--- src/hw/tmr16_params.svh ---
// Offsets, field positions and reset values of the 16-bit capture/compare timer.
// Assumes an 8-bit internal bus with byte addresses in the low page.
`ifndef TMR16_PARAMS_SVH
`define TMR16_PARAMS_SVH

// ==================================================
// Register offsets
`define TMR16_A_CAP2_HI   8'h0F
`define TMR16_A_CAP2_LO   8'h10
`define TMR16_A_CTRL      8'h11
`define TMR16_A_STAT      8'h12
`define TMR16_A_CAP1_HI   8'h13
`define TMR16_A_CAP1_LO   8'h14
`define TMR16_A_CMP1_HI   8'h15
`define TMR16_A_CMP1_LO   8'h16
`define TMR16_A_CMP2_HI   8'h17
`define TMR16_A_CMP2_LO   8'h18
`define TMR16_A_CNT_HI    8'h19
`define TMR16_A_CNT_LO    8'h1A
`define TMR16_A_ALT_HI    8'h1B
`define TMR16_A_ALT_LO    8'h1C
`define TMR16_A_PINCFG    8'h1D

// ==================================================
// Field positions and values
`define TMR16_EN_HI       7
`define TMR16_EN_LO       3
`define TMR16_EDGE_TWO    1
`define TMR16_EDGE_ONE    0
`define TMR16_ROUTE_SIX   6
`define TMR16_ROUTE_SEVEN 7
`define TMR16_CNT_RESET   16'h0000
`define TMR16_CNT_MAX     16'hFFFF
`define TMR16_CNT_STEP    16'h0001
`define TMR16_PAD_ZERO    3'h0
`define TMR16_BYTE_ZERO   8'h00
`define TMR16_PINCFG_RST  2'h0

`endif

--- src/hw/tmr16_pkg.sv ---
// Types shared by the capture/compare timer and its surroundings.
// Assumes the CPU presents one access per bus clock at most.
package tmr16_pkg;

  // ==================================================
  // Bus request
  typedef struct packed {
    logic [7:0] addr;
    logic [7:0] wdata;
    logic       rd;
    logic       wr;
  } tmr16_bus_t;

  // ==================================================
  // Timer states inside one counter step
  typedef enum logic [1:0] {T00, T01, T10, T11} tmr16_state_t;

endpackage

--- src/hw/tmr16_timer.sv ---
// 16-bit free-running timer with two input captures, two compare registers and overflow.
// Assumes the CPU bus runs on i_sys_clk and port pins are asynchronous.
`timescale 1ns/100ps
`include "tmr16_params.svh"

module tmr16_timer (
  input  wire logic            i_sys_clk,
  input  wire logic            i_sys_rst,
  input  tmr16_pkg::tmr16_bus_t i_bus,
  input  wire logic            i_halt,
  input  wire logic            i_port_c_pin_six,
  input  wire logic            i_port_c_pin_seven,
  output logic [7:0]           o_rdata,
  output logic                 o_irq
);
  import tmr16_pkg::*;

  // ==================================================
  // State
  tmr16_state_t state;
  logic [15:0]  cnt;
  logic [7:0]   timer_control;
  logic [1:0]   timer_pin_config;
  logic [15:0]  cap [2];
  logic [1:0]   cap_inhibit;
  logic [1:0]   cap_pend;
  logic [15:0]  cmp [2];
  logic [1:0]   cmp_inhibit;
  logic [1:0]   cmp_pend;
  logic [4:0]   flag;
  logic [4:0]   arm;
  logic [4:0]   set_ev;
  logic [4:0]   clr_hit;
  logic [1:0]   cap_ev;
  logic [1:0]   pin_raw;
  logic [1:0]   sync1;
  logic [1:0]   sync2;
  logic [1:0]   sync3;
  logic [7:0]   stat_byte;
  logic         wrap;

  // Index 1 is capture one, index 0 capture two; flag order follows the status byte.
  assign pin_raw   = {i_port_c_pin_six, i_port_c_pin_seven};
  assign stat_byte = {flag, `TMR16_PAD_ZERO};
  assign wrap      = !i_halt && state == T11 && cnt == `TMR16_CNT_MAX;

  // ==================================================
  // Prescaler and counter
  always_ff @(posedge i_sys_clk) begin
    if (i_sys_rst) begin
      state <= T00;
    end else if (!i_halt) begin
      case (state)
        T00:     state <= T01;
        T01:     state <= T10;
        T10:     state <= T11;
        T11:     state <= T00;
        default: state <= T00;
      endcase
    end
  end

  always_ff @(posedge i_sys_clk) begin
    if (i_sys_rst) begin
      cnt <= `TMR16_CNT_RESET;
    end else if (!i_halt && state == T11) begin
      cnt <= cnt + `TMR16_CNT_STEP;
    end
  end

  // ==================================================
  // Control and pin configuration
  // Edge bits and the unused bit survive reset; only the enables are cleared.
  always_ff @(posedge i_sys_clk) begin
    if (i_sys_rst) begin
      timer_control[`TMR16_EN_HI:`TMR16_EN_LO] <= '0;
    end else if (i_bus.wr && i_bus.addr == `TMR16_A_CTRL) begin
      timer_control <= i_bus.wdata;
    end
  end

  always_ff @(posedge i_sys_clk) begin
    if (i_sys_rst) begin
      timer_pin_config <= `TMR16_PINCFG_RST;
    end else if (i_bus.wr && i_bus.addr == `TMR16_A_PINCFG) begin
      timer_pin_config <= {i_bus.wdata[`TMR16_ROUTE_SEVEN], i_bus.wdata[`TMR16_ROUTE_SIX]};
    end
  end

  // ==================================================
  // Capture channels
  genvar ch;
  generate
    for (ch = 0; ch < 2; ch++) begin : g_cap
      logic routed;
      logic edge_rise;
      assign routed = ch ? timer_pin_config[0] : timer_pin_config[1];
      assign edge_rise = ch ? timer_control[`TMR16_EDGE_ONE] : timer_control[`TMR16_EDGE_TWO];

      // The edge register tracks the pin even while it is unrouted.
      // Turning routing on therefore shows no stale level as a false edge, unless it is done while halted and the pin moved during the halt.
      always_ff @(posedge i_sys_clk) begin
        sync1[ch] <= pin_raw[ch];
        sync2[ch] <= sync1[ch];
        if (!i_halt) begin
          sync3[ch] <= sync2[ch];
        end
      end

      assign cap_ev[ch] = routed && !i_halt && (sync2[ch] != sync3[ch]) &&
                          (sync2[ch] == edge_rise);

      always_ff @(posedge i_sys_clk) begin
        if (cap_ev[ch] && !cap_inhibit[ch]) begin
          cap[ch] <= cnt + `TMR16_CNT_STEP;
        end
      end

      always_ff @(posedge i_sys_clk) begin
        if (i_sys_rst) begin
          cap_inhibit[ch] <= 1'b0;
        end else if (i_bus.rd && i_bus.addr == (ch ? `TMR16_A_CAP1_HI : `TMR16_A_CAP2_HI)) begin
          cap_inhibit[ch] <= 1'b1;
        end else if (i_bus.rd && i_bus.addr == (ch ? `TMR16_A_CAP1_LO : `TMR16_A_CAP2_LO)) begin
          cap_inhibit[ch] <= 1'b0;
        end
      end

      // The pending bit carries an edge seen anywhere in the step to the next T11.
      // An edge sampled on the T11 edge itself belongs to the next step, so it is kept, not lost.
      always_ff @(posedge i_sys_clk) begin
        if (i_sys_rst) begin
          cap_pend[ch] <= 1'b0;
        end else if (!i_halt && state == T11) begin
          cap_pend[ch] <= cap_ev[ch];
        end else if (cap_ev[ch]) begin
          cap_pend[ch] <= 1'b1;
        end
      end

      // ==================================================
      // Compare channel
      always_ff @(posedge i_sys_clk) begin
        if (i_bus.wr && i_bus.addr == (ch ? `TMR16_A_CMP1_HI : `TMR16_A_CMP2_HI)) begin
          cmp[ch][15:8] <= i_bus.wdata;
        end
        if (i_bus.wr && i_bus.addr == (ch ? `TMR16_A_CMP1_LO : `TMR16_A_CMP2_LO)) begin
          cmp[ch][7:0] <= i_bus.wdata;
        end
      end

      always_ff @(posedge i_sys_clk) begin
        if (i_sys_rst) begin
          cmp_inhibit[ch] <= 1'b0;
        end else if (i_bus.wr && i_bus.addr == (ch ? `TMR16_A_CMP1_HI : `TMR16_A_CMP2_HI)) begin
          cmp_inhibit[ch] <= 1'b1;
        end else if (i_bus.wr && i_bus.addr == (ch ? `TMR16_A_CMP1_LO : `TMR16_A_CMP2_LO)) begin
          cmp_inhibit[ch] <= 1'b0;
        end
      end

      always_ff @(posedge i_sys_clk) begin
        if (i_sys_rst) begin
          cmp_pend[ch] <= 1'b0;
        end else if (!i_halt && state == T01) begin
          cmp_pend[ch] <= !cmp_inhibit[ch] && cmp[ch] == cnt;
        end else if (!i_halt && state == T11) begin
          cmp_pend[ch] <= 1'b0;
        end
      end
    end
  endgenerate

  // ==================================================
  // Status flags with two-step clear
  assign set_ev = {{cap_pend[1], cap_pend[0], cmp_pend[1], cmp_pend[0]} & {4{!i_halt && state == T11}},
                   wrap};

  // A read or a write of the low byte counts as the second step; the alternate pair never does.
  assign clr_hit = {(i_bus.rd || i_bus.wr) && i_bus.addr == `TMR16_A_CAP1_LO,
                    (i_bus.rd || i_bus.wr) && i_bus.addr == `TMR16_A_CAP2_LO,
                    (i_bus.rd || i_bus.wr) && i_bus.addr == `TMR16_A_CMP1_LO,
                    (i_bus.rd || i_bus.wr) && i_bus.addr == `TMR16_A_CMP2_LO,
                    (i_bus.rd || i_bus.wr) && i_bus.addr == `TMR16_A_CNT_LO};

  genvar fb;
  generate
    for (fb = 0; fb < 5; fb++) begin : g_flag
      // Flags are untouched by reset, so their level after power-up is whatever it was.
      always_ff @(posedge i_sys_clk) begin
        if (set_ev[fb]) begin
          flag[fb] <= 1'b1;
        end else if (clr_hit[fb] && arm[fb]) begin
          flag[fb] <= 1'b0;
        end
      end

      always_ff @(posedge i_sys_clk) begin
        if (i_sys_rst) begin
          arm[fb] <= 1'b0;
        end else if ((i_bus.rd || i_bus.wr) && i_bus.addr == `TMR16_A_STAT && flag[fb]) begin
          arm[fb] <= 1'b1;
        end else if (clr_hit[fb]) begin
          arm[fb] <= 1'b0;
        end
      end
    end
  endgenerate

  // ==================================================
  // Interrupt and read data
  always_ff @(posedge i_sys_clk) begin
    if (i_sys_rst) begin
      o_irq <= 1'b0;
    end else begin
      o_irq <= |(flag & timer_control[`TMR16_EN_HI:`TMR16_EN_LO]);
    end
  end

  always_ff @(posedge i_sys_clk) begin
    if (i_sys_rst) begin
      o_rdata <= `TMR16_BYTE_ZERO;
    end else if (i_bus.rd) begin
      case (i_bus.addr)
        `TMR16_A_CAP2_HI: o_rdata <= cap[0][15:8];
        `TMR16_A_CAP2_LO: o_rdata <= cap[0][7:0];
        `TMR16_A_CTRL:    o_rdata <= timer_control;
        `TMR16_A_STAT:    o_rdata <= stat_byte;
        `TMR16_A_CAP1_HI: o_rdata <= cap[1][15:8];
        `TMR16_A_CAP1_LO: o_rdata <= cap[1][7:0];
        `TMR16_A_CMP1_HI: o_rdata <= cmp[1][15:8];
        `TMR16_A_CMP1_LO: o_rdata <= cmp[1][7:0];
        `TMR16_A_CMP2_HI: o_rdata <= cmp[0][15:8];
        `TMR16_A_CMP2_LO: o_rdata <= cmp[0][7:0];
        `TMR16_A_CNT_HI:  o_rdata <= cnt[15:8];
        `TMR16_A_CNT_LO:  o_rdata <= cnt[7:0];
        `TMR16_A_ALT_HI:  o_rdata <= cnt[15:8];
        `TMR16_A_ALT_LO:  o_rdata <= cnt[7:0];
        `TMR16_A_PINCFG:  o_rdata <= {timer_pin_config, 6'h00};
        default:          o_rdata <= `TMR16_BYTE_ZERO;
      endcase
    end
  end
endmodule

--- config.mk ---
export PLATFORM = sky130hd
export DESIGN_NAME = tmr16_timer
export DESIGN_NICKNAME = d
export VERILOG_FILES = /design/src/hw/tmr16_pkg.sv /design/src/hw/tmr16_timer.sv
export VERILOG_INCLUDE_DIRS = /design/src /design/src/hw
export SDC_FILE = /design/constraint.sdc
export NUM_CORES = 1
export LEC_CHECK = 0
export BUFFER_PORTS_ARGS = -buffer_cell sky130_fd_sc_hd__buf_4
export CORE_MARGIN = 1
export CORE_UTILIZATION = 40
export CTS_BUF_LIST = sky130_fd_sc_hd__clkbuf_16
export DETAILED_ROUTE_END_ITERATION = 8
export PLACE_DENSITY = 0.65
export SETUP_SLACK_MARGIN = 0.3
export SLEW_MARGIN = 20
export SYNTH_ARGS = -nofsm -noshare
export SYNTH_HDL_FRONTEND = slang
export SYNTH_SLANG_ARGS = --single-unit
--- constraint.sdc ---
create_clock -name i_sys_clk -period 2.95 [get_ports i_sys_clk]
set_clock_uncertainty 0.15 [all_clocks]
set_input_delay 0.295 -clock i_sys_clk [delete_from_list [all_inputs] [get_ports i_sys_clk]]
set_output_delay 0.295 -clock i_sys_clk [all_outputs]
set_load 0.02 [all_outputs]
* Word-level counts from Yosys, hierarchy flattened *
Memories as Yosys holds them, arrays and structs flattened.
Cells that the tools add are included.

word-level totals
  register bits = 61
  memory bits (writable) = 64
  input port bits = 23
  word-level logic and storage cells = 167
  memories = 2

cells by class
  add/subtract/negate cells = 1
  eq/ne operators = 25
  mux-type cells = 42
  bitwise logic cells = 3
  reduce and logical (&&, ||, !) cells = 63

memory list
  name  words  bits a word  rd ports  clocked after Yosys merged registers in  wr ports  RTL line           text
  cap   2      16           2         0                                        2         tmr16_timer.sv:24  logic [15:0] cap [2];
  cmp   2      16           2         0                                        1         tmr16_timer.sv:27  logic [15:0] cmp [2];

operators with widths
  cell                   number
  $eq 8x5->1 const B     14
  $pmux 8 s13            1
  $logic_and 1x1->1      39
  $mux 1                 38
  $eq 16x16->1           2
  $reduce_bool 2->1      12
  $add 16x1->16 const B  1
  $eq 16x16->1 const B   1
  $mux 16                1
  $reduce_or 16->1       1
  $eq 8x4->1 const B     1
  $pmux 2 s4             1
  $and 5x5->5            1
  $logic_not 1->1        5
  $reduce_or 5->1        1
  $and 4x4->4            1
  $eq 2x2->1 const B     2
  $reduce_or 2->1        2
  $eq 1x1->1             2
  $eq 2x1->1 const B     1
  $logic_not 2->1        1
  $mux 2                 1
  $ne 1x1->1             2
  $reduce_and 2->1       1
  other kinds (2)        2

* Longest topological paths before layout *
Gate-level depths: netlist of run 1.

  depth in word-level cells = 7
  depth in mapped cells = 8
  mapped depth without buffers = 6

* Worst setup path after synthesis of run 1 *
Ideal clock, no wire load.

  kind = input to register
  from = input i_bus[15] (netlist bit)
  to = memory cmp[1][0], enable pin
  setup time = 370 ps
  arrival time = 1501 ps
  slack = 928 ps
  stages = 4
  buffers on the path = 0
  cells stage by stage = or4b_4 nor2_8 nand2_1 nor2_1

on the way
  cells in the longest elaborated chain, start to end = 6
  elaborated cells between the ends (all ways) = 15
  those cells by class = eq/ne (3); mux (8); reduce/logical (4)

ends and longest elaborated chain
  element                                                   RTL line                                text
  from (decl)                                               tmr16_timer.sv:9                        input tmr16_pkg::tmr16_bus_t i_bus,
  $eq 8x5->1, on equally long branches                      tmr16_timer.sv:147, tmr16_timer.sv:144
  $logic_and 1x1->1, on equally long branches               tmr16_timer.sv:147, tmr16_timer.sv:144
  $mux 1, on equally long branches                          tmr16_timer.sv:147, tmr16_timer.sv:144
  $mux 1, on equally long branches                          tmr16_timer.sv:148, tmr16_timer.sv:145
  $reduce_or 16->1 (no source line)                         -
  $mux 1 (no source line) / $mux 2 (equally long branches)  -
  to (decl)                                                 tmr16_timer.sv:27

Parallel ways exist; a longest one is shown, timed or not.

==> summary.md, run 1 <==
## Outcome
* run status: complete, but fails checks
* violated checks: design-rule violations

## Setup path
* Crit. End Element: register
* startpoint of the lowest-slack register-to-register path: cnt[7]
* number of cells on the worst reg-to-reg path: 5
* required time of the critical path: 2980 ps
* Worst setup SP type: register
* critical path start-end classification: register to register
* crit path from: cnt[7]
* critical-path maximum fanout: 9
* RR Endpoint: cap[0][14]
* slack of the worst reg-to-reg path: 570 ps
* timing endpoint of the critical path: cap[0][14]
* Arrival @ worst endpoint: 2410 ps

## STA
* final cycle utilization of the critical path: 0.806
* minimum clock period after layout: 2380 ps
* fmax: 0.421 GHz
* setup TNS: 0 ps
* Setup violations, final: 0
* transition time of the tightest slew-check pin: 799 ps
* setup repair after global routing missed its margin: false
* crit path setup slack, layout: 573 ps
* worst rel slew slack: 0.465
* number of pins with negative max-slew slack in the final report: 0
* Hold Vio Cnt, Final: 0

## Clock network
* clock tree root driver cell: sky130_fd_sc_hd__clkbuf_16
* total number of clock tree sinks: 125
* number of buffers added for setup after CTS: 0
* CTS H-Tree Depth: 4
* maximum count of clock buffers along a single path: 2
* number of cells upsized or downsized after cts: 0
* clock slew at reported path FFs: 60 ps
* clock buffer count from CTS: 17
* TritonCTS clock tree: built
* latest clock arrival within the worst-skew pair: 430 ps

## Flow run
* # Max-Cap Violations: 0

## Power
* portion of total power attributed to combinational logic: 0.045
* share of power burned in registers: 0.446
* share of total power consumed by net switching: 0.220
* Switching Power: 0.000909 W
* Pint: 0.00323 W
* leakage power figure: 2.66 nW
* clock power share: 0.509
* peak supply drop: 0.423 mV
* power density over the cells: 581 nW/um^2

## Route
* Iter 0 DRT Violations: 689
* average detailed-routed wire length per instance: 22.7 um
* wirelength, routed: 18100 um
* detailed-route via count: 4789
* number of vias per cell after detailed routing: 6.00
* Remaining DRCs: 6
* number of iterations in the first detailed-routing pass: 9
* count of nets left with antenna violations after detail routing: 0

## Logic synthesis
* top_reg_cell synth: sky130_fd_sc_hd__edfxtp_1
* flip-flop and latch count after synthesis: 125
* Synth top area share: 0.343
* leading cell type by number of instances after synthesis: sky130_fd_sc_hd__edfxtp_1
* Commonest cells post-synth: 69 x sky130_fd_sc_hd__edfxtp_1, 56 x sky130_fd_sc_hd__dfxtp_1, 49 x sky130_fd_sc_hd__nand2_1
* Mapped Area: 6040 sq um
* cell types occupying the most area after synthesis: sky130_fd_sc_hd__edfxtp_1 34%, sky130_fd_sc_hd__dfxtp_1 19%, sky130_fd_sc_hd__xor2_1 5.7%
* warning count from the yosys run: 0
* asr flop ratio synth: 0
* biggest area consumer among synthesized cells: sky130_fd_sc_hd__edfxtp_1
* count of flip-flops with a built-in enable after synthesis: 69
* mean instance size in the synthesized netlist: 10.6 sq um
* sequential area share after synthesis: 0.529
* synthesized netlist net count: 596
* number of instances in the synthesized netlist: 568
* number of different library cells in the post-synthesis netlist: 60

## Finish
* fraction of final layout cells sized beyond drive strength 1: 0.138
* Antenna Diode Count: 0
* core utilization of the finished layout: 0.486
* Final Net Count: 629
* area growth from synthesis to final layout: 17.9%
* filler cell count in the final layout: 1332

## Placement
* number of port buffers: 31
* placed wire-length estimate: 13000 um
* final weighted congestion of routability-driven global placement: 0.919
* Setup WS pre-CTS: 580 ps

## Global route
* antenna violations before repair: 1
* number of global-route vias before repair: 4408
* overall routing resource usage: 0.242
* total congestion overflow after global routing: 0
* first-pass GRT wire length: 27200 um
* maximum number of pins on one net before global-route repair: 49

## Min path
* class of the tightest hold or removal check: primary input to register

## Floorplan
* effective utilization at floorplan: 0.412
* die width: 125 um
* Ports: 32
* cell row count: 44
* height of the die: 125 um
* area of the placeable core: 14600 sq um
* die area: 15600 sq um

final cells by class:
cell class              instances  area, sq um  area share
clock buffers                  17          425      0.0598
multi-input cells             392         2620       0.369
well taps                     184          230      0.0323
inverters                      11         41.3     0.00580
flip-flops and latches        125         3190       0.449
clock inverters                15          170      0.0239
repair buffers                 54          433      0.0608
worst max-delay path, stage by stage, from the launching register on:
cell	delay [ps]
sky130_fd_sc_hd__dfxtp_1	660
sky130_fd_sc_hd__and4_1	350
sky130_fd_sc_hd__nand3_1	260
sky130_fd_sc_hd__nor2_1	230
sky130_fd_sc_hd__nand2_1	100
sky130_fd_sc_hd__xnor2_1	390
repair_timing:
item	4_1_cts	5_1_grt
hold endpoints to repair	39	0
setup endpoints to repair	0	0
hold buffers	11	0
power groups by stage:
stage	Combinational, W	Clock, W	Sequential (W)
6_report	0.000186	0.00211	0.00184
3_5_place_dp	0.000172	0	0.00188
3_3_place_gp	0.000169	0	0.00188
5_1_grt	0.000199	0.00220	0.00184
2_1_floorplan	0.000103	0	0.00188
4_1_cts	0.000184	0.00213	0.00184
registers in the layout (all words and copies together), names as in the netlist, 2 cells and up:
name              cells
timer_control         8
cap                  32
cap_inhibit           2
state                 2
cmp_pend              2
sync3                 2
cmp_inhibit           2
cap_pend              2
sync1                 2
sync2                 2
cmp                  32
cnt                  16
o_rdata               8
timer_pin_config      2
flag                  5
arm                   5
stage by stage:
stage | hold WS (ps) | instances | area [sq um] | total power, W
floorplan | 160 | 568 | 6040 | 0.00198
global placement | 162 | 755 | 6410 | 0.00205
detailed placement | 164 | 755 | 6410 | 0.00205
CTS | 68.0 | 798 | 7120 | 0.00416
global route | 74.5 | 798 | 7120 | 0.00424
finish | 90.7 | 798 | 7120 | 0.00414
layer usage:
layer / vias up / track usage / wire length (um)
met3: 44 / 0.0825 / 1900
li1: 2160 / - / -
met5: - / 0 / 11
met1: 2311 / 0.327 / 7670
met4: 2 / 0.113 / 630
met2: 272 / 0.346 / 7910
cell families (layout without fill, tap and decap cells):
kind of cell / count (synthesis) / after routing / synth area share
xor gates and xnor gates: 57 / 57 / 0.0827
muxes: 24 / 24 / 0.0427
adders and majority gates: 5 / 5 / 0.0104
buffers and inverters: 51 / 97 / 0.0367
and+or+nand+nor: 204 / 204 / 0.184
DFF: 125 / 125 / 0.529
AOI/OAI and AO/OA: 102 / 102 / 0.115
cell usage in the layout (no fill, tap or decap), types with 7 or more instances in the layout:
master / n
sky130_fd_sc_hd__nor4_1: 7
sky130_fd_sc_hd__nand2_1: 49
sky130_fd_sc_hd__inv_1: 12
sky130_fd_sc_hd__dlygate4sd3_1: 11
sky130_fd_sc_hd__buf_4: 43
sky130_fd_sc_hd__a22o_1: 8
sky130_fd_sc_hd__nor2b_1: 12
sky130_fd_sc_hd__o21ai_0: 17
sky130_fd_sc_hd__a31oi_1: 7
sky130_fd_sc_hd__dfxtp_1: 56
sky130_fd_sc_hd__nor2_1: 40
sky130_fd_sc_hd__nor3_1: 12
sky130_fd_sc_hd__a21oi_1: 28
sky130_fd_sc_hd__and3_1: 8
sky130_fd_sc_hd__nand2b_1: 7
sky130_fd_sc_hd__edfxtp_1: 69
sky130_fd_sc_hd__mux2i_1: 19
sky130_fd_sc_hd__xnor2_1: 18
sky130_fd_sc_hd__a22oi_1: 9
sky130_fd_sc_hd__clkbuf_16: 17
sky130_fd_sc_hd__xor2_1: 39
sky130_fd_sc_hd__nand3_1: 20
sky130_fd_sc_hd__or3_1: 7
sky130_fd_sc_hd__nand4_1: 19
worst min-delay path by stage:
stage,startpoint,endpoint,slack [ps],depth (start not counted)
floorplan,sync1[0],sync2[0],160,0
global placement,sync1[0],sync2[0],160,0
detailed placement,sync1[0],sync2[0],160,0
CTS,i_bus[1],cap_inhibit[0],70,3
global route,i_bus[1],cap_inhibit[0],70,3
finish,i_bus[1],cap_inhibit[0],90,3
Power figures use the tool's default switching activity.
==> run 2, diff against run 1 <==
Settings changed: ABC_AREA set to 1.
Clock period 2.95 ns to 2.2 ns, I/O delays scaled along.
==> summary.md, run 2 <==
## Outcome
* run status: complete, but fails checks, unchanged
* violated checks: design-rule violations, unchanged

## Global route
* antenna violations before repair: 0, was 1
* first-pass GRT wire length: 27600 um, was 27200 um
* maximum number of pins on one net before global-route repair: 42, was 49
* overall routing resource usage: 0.241, was 0.242
* number of global-route vias before repair: 4851, was 4408
* total congestion overflow after global routing: 0, unchanged

## Logic synthesis
* cell types occupying the most area after synthesis: sky130_fd_sc_hd__edfxtp_1 34%, sky130_fd_sc_hd__dfxtp_1 19%, sky130_fd_sc_hd__nand2_1 8.7%, was sky130_fd_sc_hd__edfxtp_1 34%, sky130_fd_sc_hd__dfxtp_1 19%, sky130_fd_sc_hd__xor2_1 5.7%
* asr flop ratio synth: 0, unchanged
* flip-flop and latch count after synthesis: 125, unchanged
* top_reg_cell synth: sky130_fd_sc_hd__edfxtp_1, unchanged
* warning count from the yosys run: 0, unchanged
* number of instances in the synthesized netlist: 707, was 568
* biggest area consumer among synthesized cells: sky130_fd_sc_hd__edfxtp_1, unchanged
* count of flip-flops with a built-in enable after synthesis: 69, unchanged
* Commonest cells post-synth: 141 x sky130_fd_sc_hd__nand2_1, 99 x sky130_fd_sc_hd__nand3_1, 74 x sky130_fd_sc_hd__inv_1, was 69 x sky130_fd_sc_hd__edfxtp_1, 56 x sky130_fd_sc_hd__dfxtp_1, 49 x sky130_fd_sc_hd__nand2_1
* number of different library cells in the post-synthesis netlist: 36, was 60
* synthesized netlist net count: 735, was 596
* Synth top area share: 0.342, was 0.343
* Mapped Area: 6060 sq um, was 6040 sq um
* mean instance size in the synthesized netlist: 8.57 sq um, was 10.6 sq um
* leading cell type by number of instances after synthesis: sky130_fd_sc_hd__nand2_1, was sky130_fd_sc_hd__edfxtp_1
* sequential area share after synthesis: 0.527, was 0.529

## Route
* Iter 0 DRT Violations: 580, was 689
* Remaining DRCs: 8, was 6
* average detailed-routed wire length per instance: 18.7 um, was 22.7 um
* number of iterations in the first detailed-routing pass: 8, was 9
* wirelength, routed: 18000 um, was 18100 um
* number of vias per cell after detailed routing: 5.41, was 6.00
* detailed-route via count: 5211, was 4789
* count of nets left with antenna violations after detail routing: 0, unchanged

## Setup path
* Worst setup SP type: register, unchanged
* required time of the critical path: 2370 ps, was 2980 ps
* Arrival @ worst endpoint: 2020 ps, was 2410 ps
* Crit. End Element: register, unchanged
* startpoint of the lowest-slack register-to-register path: cnt[10], was cnt[7]
* RR Endpoint: cnt[12], was cap[0][14]
* critical path start-end classification: register to register, unchanged
* slack of the worst reg-to-reg path: 340 ps, was 570 ps
* Critical Path Slowest Stage Cell: sky130_fd_sc_hd__dfxtp_1, unchanged
* critical-path maximum fanout: 6, was 9
* most frequent CP cell: sky130_fd_sc_hd__inv_1
* number of cells on the worst reg-to-reg path: 6, was 5
* cell chain of the critical path: inv_1 -> nor3_1 -> nand3_1 -> xor2_2 -> o21ai_0 -> inv_1, was and4_1 -> nand3_1 -> nor2_1 -> nand2_1 -> xnor2_1
* delay contributed by the slowest stage of the critical path: 470 ps, was 660 ps

## STA
* setup TNS: 0 ps, unchanged
* number of pins with negative max-slew slack in the final report: 0, unchanged
* fmax: 0.538 GHz, was 0.421 GHz
* transition time of the tightest slew-check pin: 508 ps, was 799 ps
* setup repair after global routing missed its margin: true, was false
* final cycle utilization of the critical path: 0.845, was 0.806
* worst rel slew slack: 0.661, was 0.465
* minimum clock period after layout: 1860 ps, was 2380 ps
* Setup violations, final: 0, unchanged
* crit path setup slack, layout: 341 ps, was 573 ps
* Hold Vio Cnt, Final: 0, unchanged

## Min path
* Hold Path Cell Cnt: 3, unchanged
* class of the tightest hold or removal check: primary input to register, unchanged
* hold path startpoint: i_bus[0], was i_bus[1]
* worst hold endpoint: timer_pin_config[1], was cap_inhibit[0]

## Finish
* filler cell count in the final layout: 1404, was 1332
* most common cell after layout, fill and taps aside: sky130_fd_sc_hd__nand2_1, was sky130_fd_sc_hd__edfxtp_1
* Antenna Diode Count: 0, unchanged
* area growth from synthesis to final layout: 19.3%, was 17.9%
* core utilization of the finished layout: 0.493, was 0.486
* commonest cells after routing, fill and taps aside: 140 x sky130_fd_sc_hd__nand2_1, 99 x sky130_fd_sc_hd__nand3_1, 82 x sky130_fd_sc_hd__inv_1, was 69 x sky130_fd_sc_hd__edfxtp_1, 56 x sky130_fd_sc_hd__dfxtp_1, 49 x sky130_fd_sc_hd__nand2_1
* Finished Layout Cells: 964, was 798
* largest registers ranked by flip-flop count: cap x32, cmp x32, cnt x16, unchanged
* fraction of final layout cells sized beyond drive strength 1: 0.149, was 0.138
* Final Net Count: 795, was 629

## Power
* Pint: 0.00394 W, was 0.00323 W
* Switching Power: 0.00114 W, was 0.000909 W
* share of power burned in registers: 0.492, was 0.446
* portion of total power attributed to combinational logic: 0.053, was 0.045
* clock power share: 0.454, was 0.509
* peak supply drop: 0.465 mV, was 0.423 mV
* leakage power figure: 3.04 nW, was 2.66 nW
* power density over the cells: 703 nW/um^2, was 581 nW/um^2
* share of total power consumed by net switching: 0.224, was 0.220

## Placement
* cell total after placement: 918, was 755
* final weighted congestion of routability-driven global placement: 0.956, was 0.919
* number of port buffers: 31, unchanged
* placed wire-length estimate: 13500 um, was 13000 um
* Setup WS pre-CTS: 228 ps, was 580 ps

## Floorplan
* die area: 15600 sq um, about the same
* effective utilization at floorplan: 0.414, was 0.412
* Ports: 32, unchanged
* die width: 125 um, about the same
* cell row count: 44, unchanged
* area of the placeable core: 14600 sq um, unchanged
* height of the die: 125 um, about the same

## Clock network
* clock tree root driver cell: sky130_fd_sc_hd__clkbuf_16, unchanged
* clock slew at reported path FFs: 60 ps, about the same
* CTS H-Tree Depth: 4, unchanged
* clock buffer count from CTS: 17, unchanged
* latest clock arrival within the worst-skew pair: 420 ps, was 430 ps
* maximum count of clock buffers along a single path: 2, unchanged
* total number of clock tree sinks: 125, unchanged
* TritonCTS clock tree: built, unchanged

## Flow run
* # Max-Cap Violations: 0, unchanged

[run 2: cell types whose count changed after synthesis, moves of 19 or more]
cell,before,now
sky130_fd_sc_hd__nand2_1,49,141
sky130_fd_sc_hd__nand3_1,20,99
sky130_fd_sc_hd__inv_1,11,74
sky130_fd_sc_hd__mux2i_1,19,0
sky130_fd_sc_hd__nor2_1,40,59
[run 2: logic make-up after synthesis]
family	Yosys count	share of synthesized area
AO/OA/AOI/OAI	96	0.0855
AND/OR/NAND/NOR	347	0.266
adder cells (fa/ha/maj)	5	0.0103
flip-flops	125	0.527
buffers and inverters	105	0.0688
XOR/XNOR	29	0.0419
[run 2: per-layer routing]
layer / GRT usage / up-vias / share of wire
li1: - / 2469 / -
met4: 0.0925 / 0 / 0.031
met2: 0.352 / 277 / 0.43
met1: 0.337 / 2421 / 0.45
met5: 0 / - / 0
met3: 0.0689 / 44 / 0.097
[run 2: layout make-up]
cell class,count,area [sq um],share of cell area
flip-flops and latches,125,3200,0.443
multi-input cells,477,2480,0.343
repair buffers,64,527,0.0729
clock buffers,17,425,0.0589
inverters,82,308,0.0426
well taps,184,230,0.0319
clock inverters,15,58.8,0.00814
[run 2: repair_timing]
action                     in CTS  in global routing
setup buffers                   0                  2
hold buffers                   12                  0
gates cloned                    0                  0
pin swaps                       0                  3
setup endpoints to repair       3                 14
hold endpoints to repair       45                  0
resized for setup               1                  9
[run 2: power by group through the flow]
stage	logic (W)	clock network, W	registers (W)
finish	0.000271	0.00231	0.00250
global route	0.000295	0.00245	0.00250
CTS	0.000266	0.00234	0.00250
detailed placement	0.000248	0	0.00255
global placement	0.000244	0	0.00255
floorplan	0.000139	0	0.00254
[run 2: per-stage QoR]
step	hold WS, ps	cell area [sq um]	power (W)
final	58.4	7230	0.00508
after CTS	41.4	7180	0.00511
after detailed placement	168	6570	0.00280
after global placement	161	6570	0.00279
after global routing	61.7	7230	0.00525
after floorplan	97.7	6060	0.00268
[run 2: how the worst max path moves through the flow]
| stage | start | to | slack [ps] | cells after the start |
|---|---|---|---|---|
| after floorplan | sync3[0] | cap[0][0] | 340 | 5 |
| after global placement | i_bus[16] | cmp[0][5] | 250 | 8 |
| after detailed placement | cnt[1] | cap[0][25] | 230 | 5 |
| after CTS | cnt[1] | cnt[14] | 320 | 10 |
| after global routing | cnt[0] | cnt[14] | 270 | 10 |
| final | cnt[10] | cnt[12] | 340 | 6 |
[run 2: worst max-delay path, delay by kind of cell (launching register included)]
family          cells  cell delay, ps
flops               1             470
simple gates        2             550
compound gates      1             160
buf+inv             2             210
xor+xnor            1             210
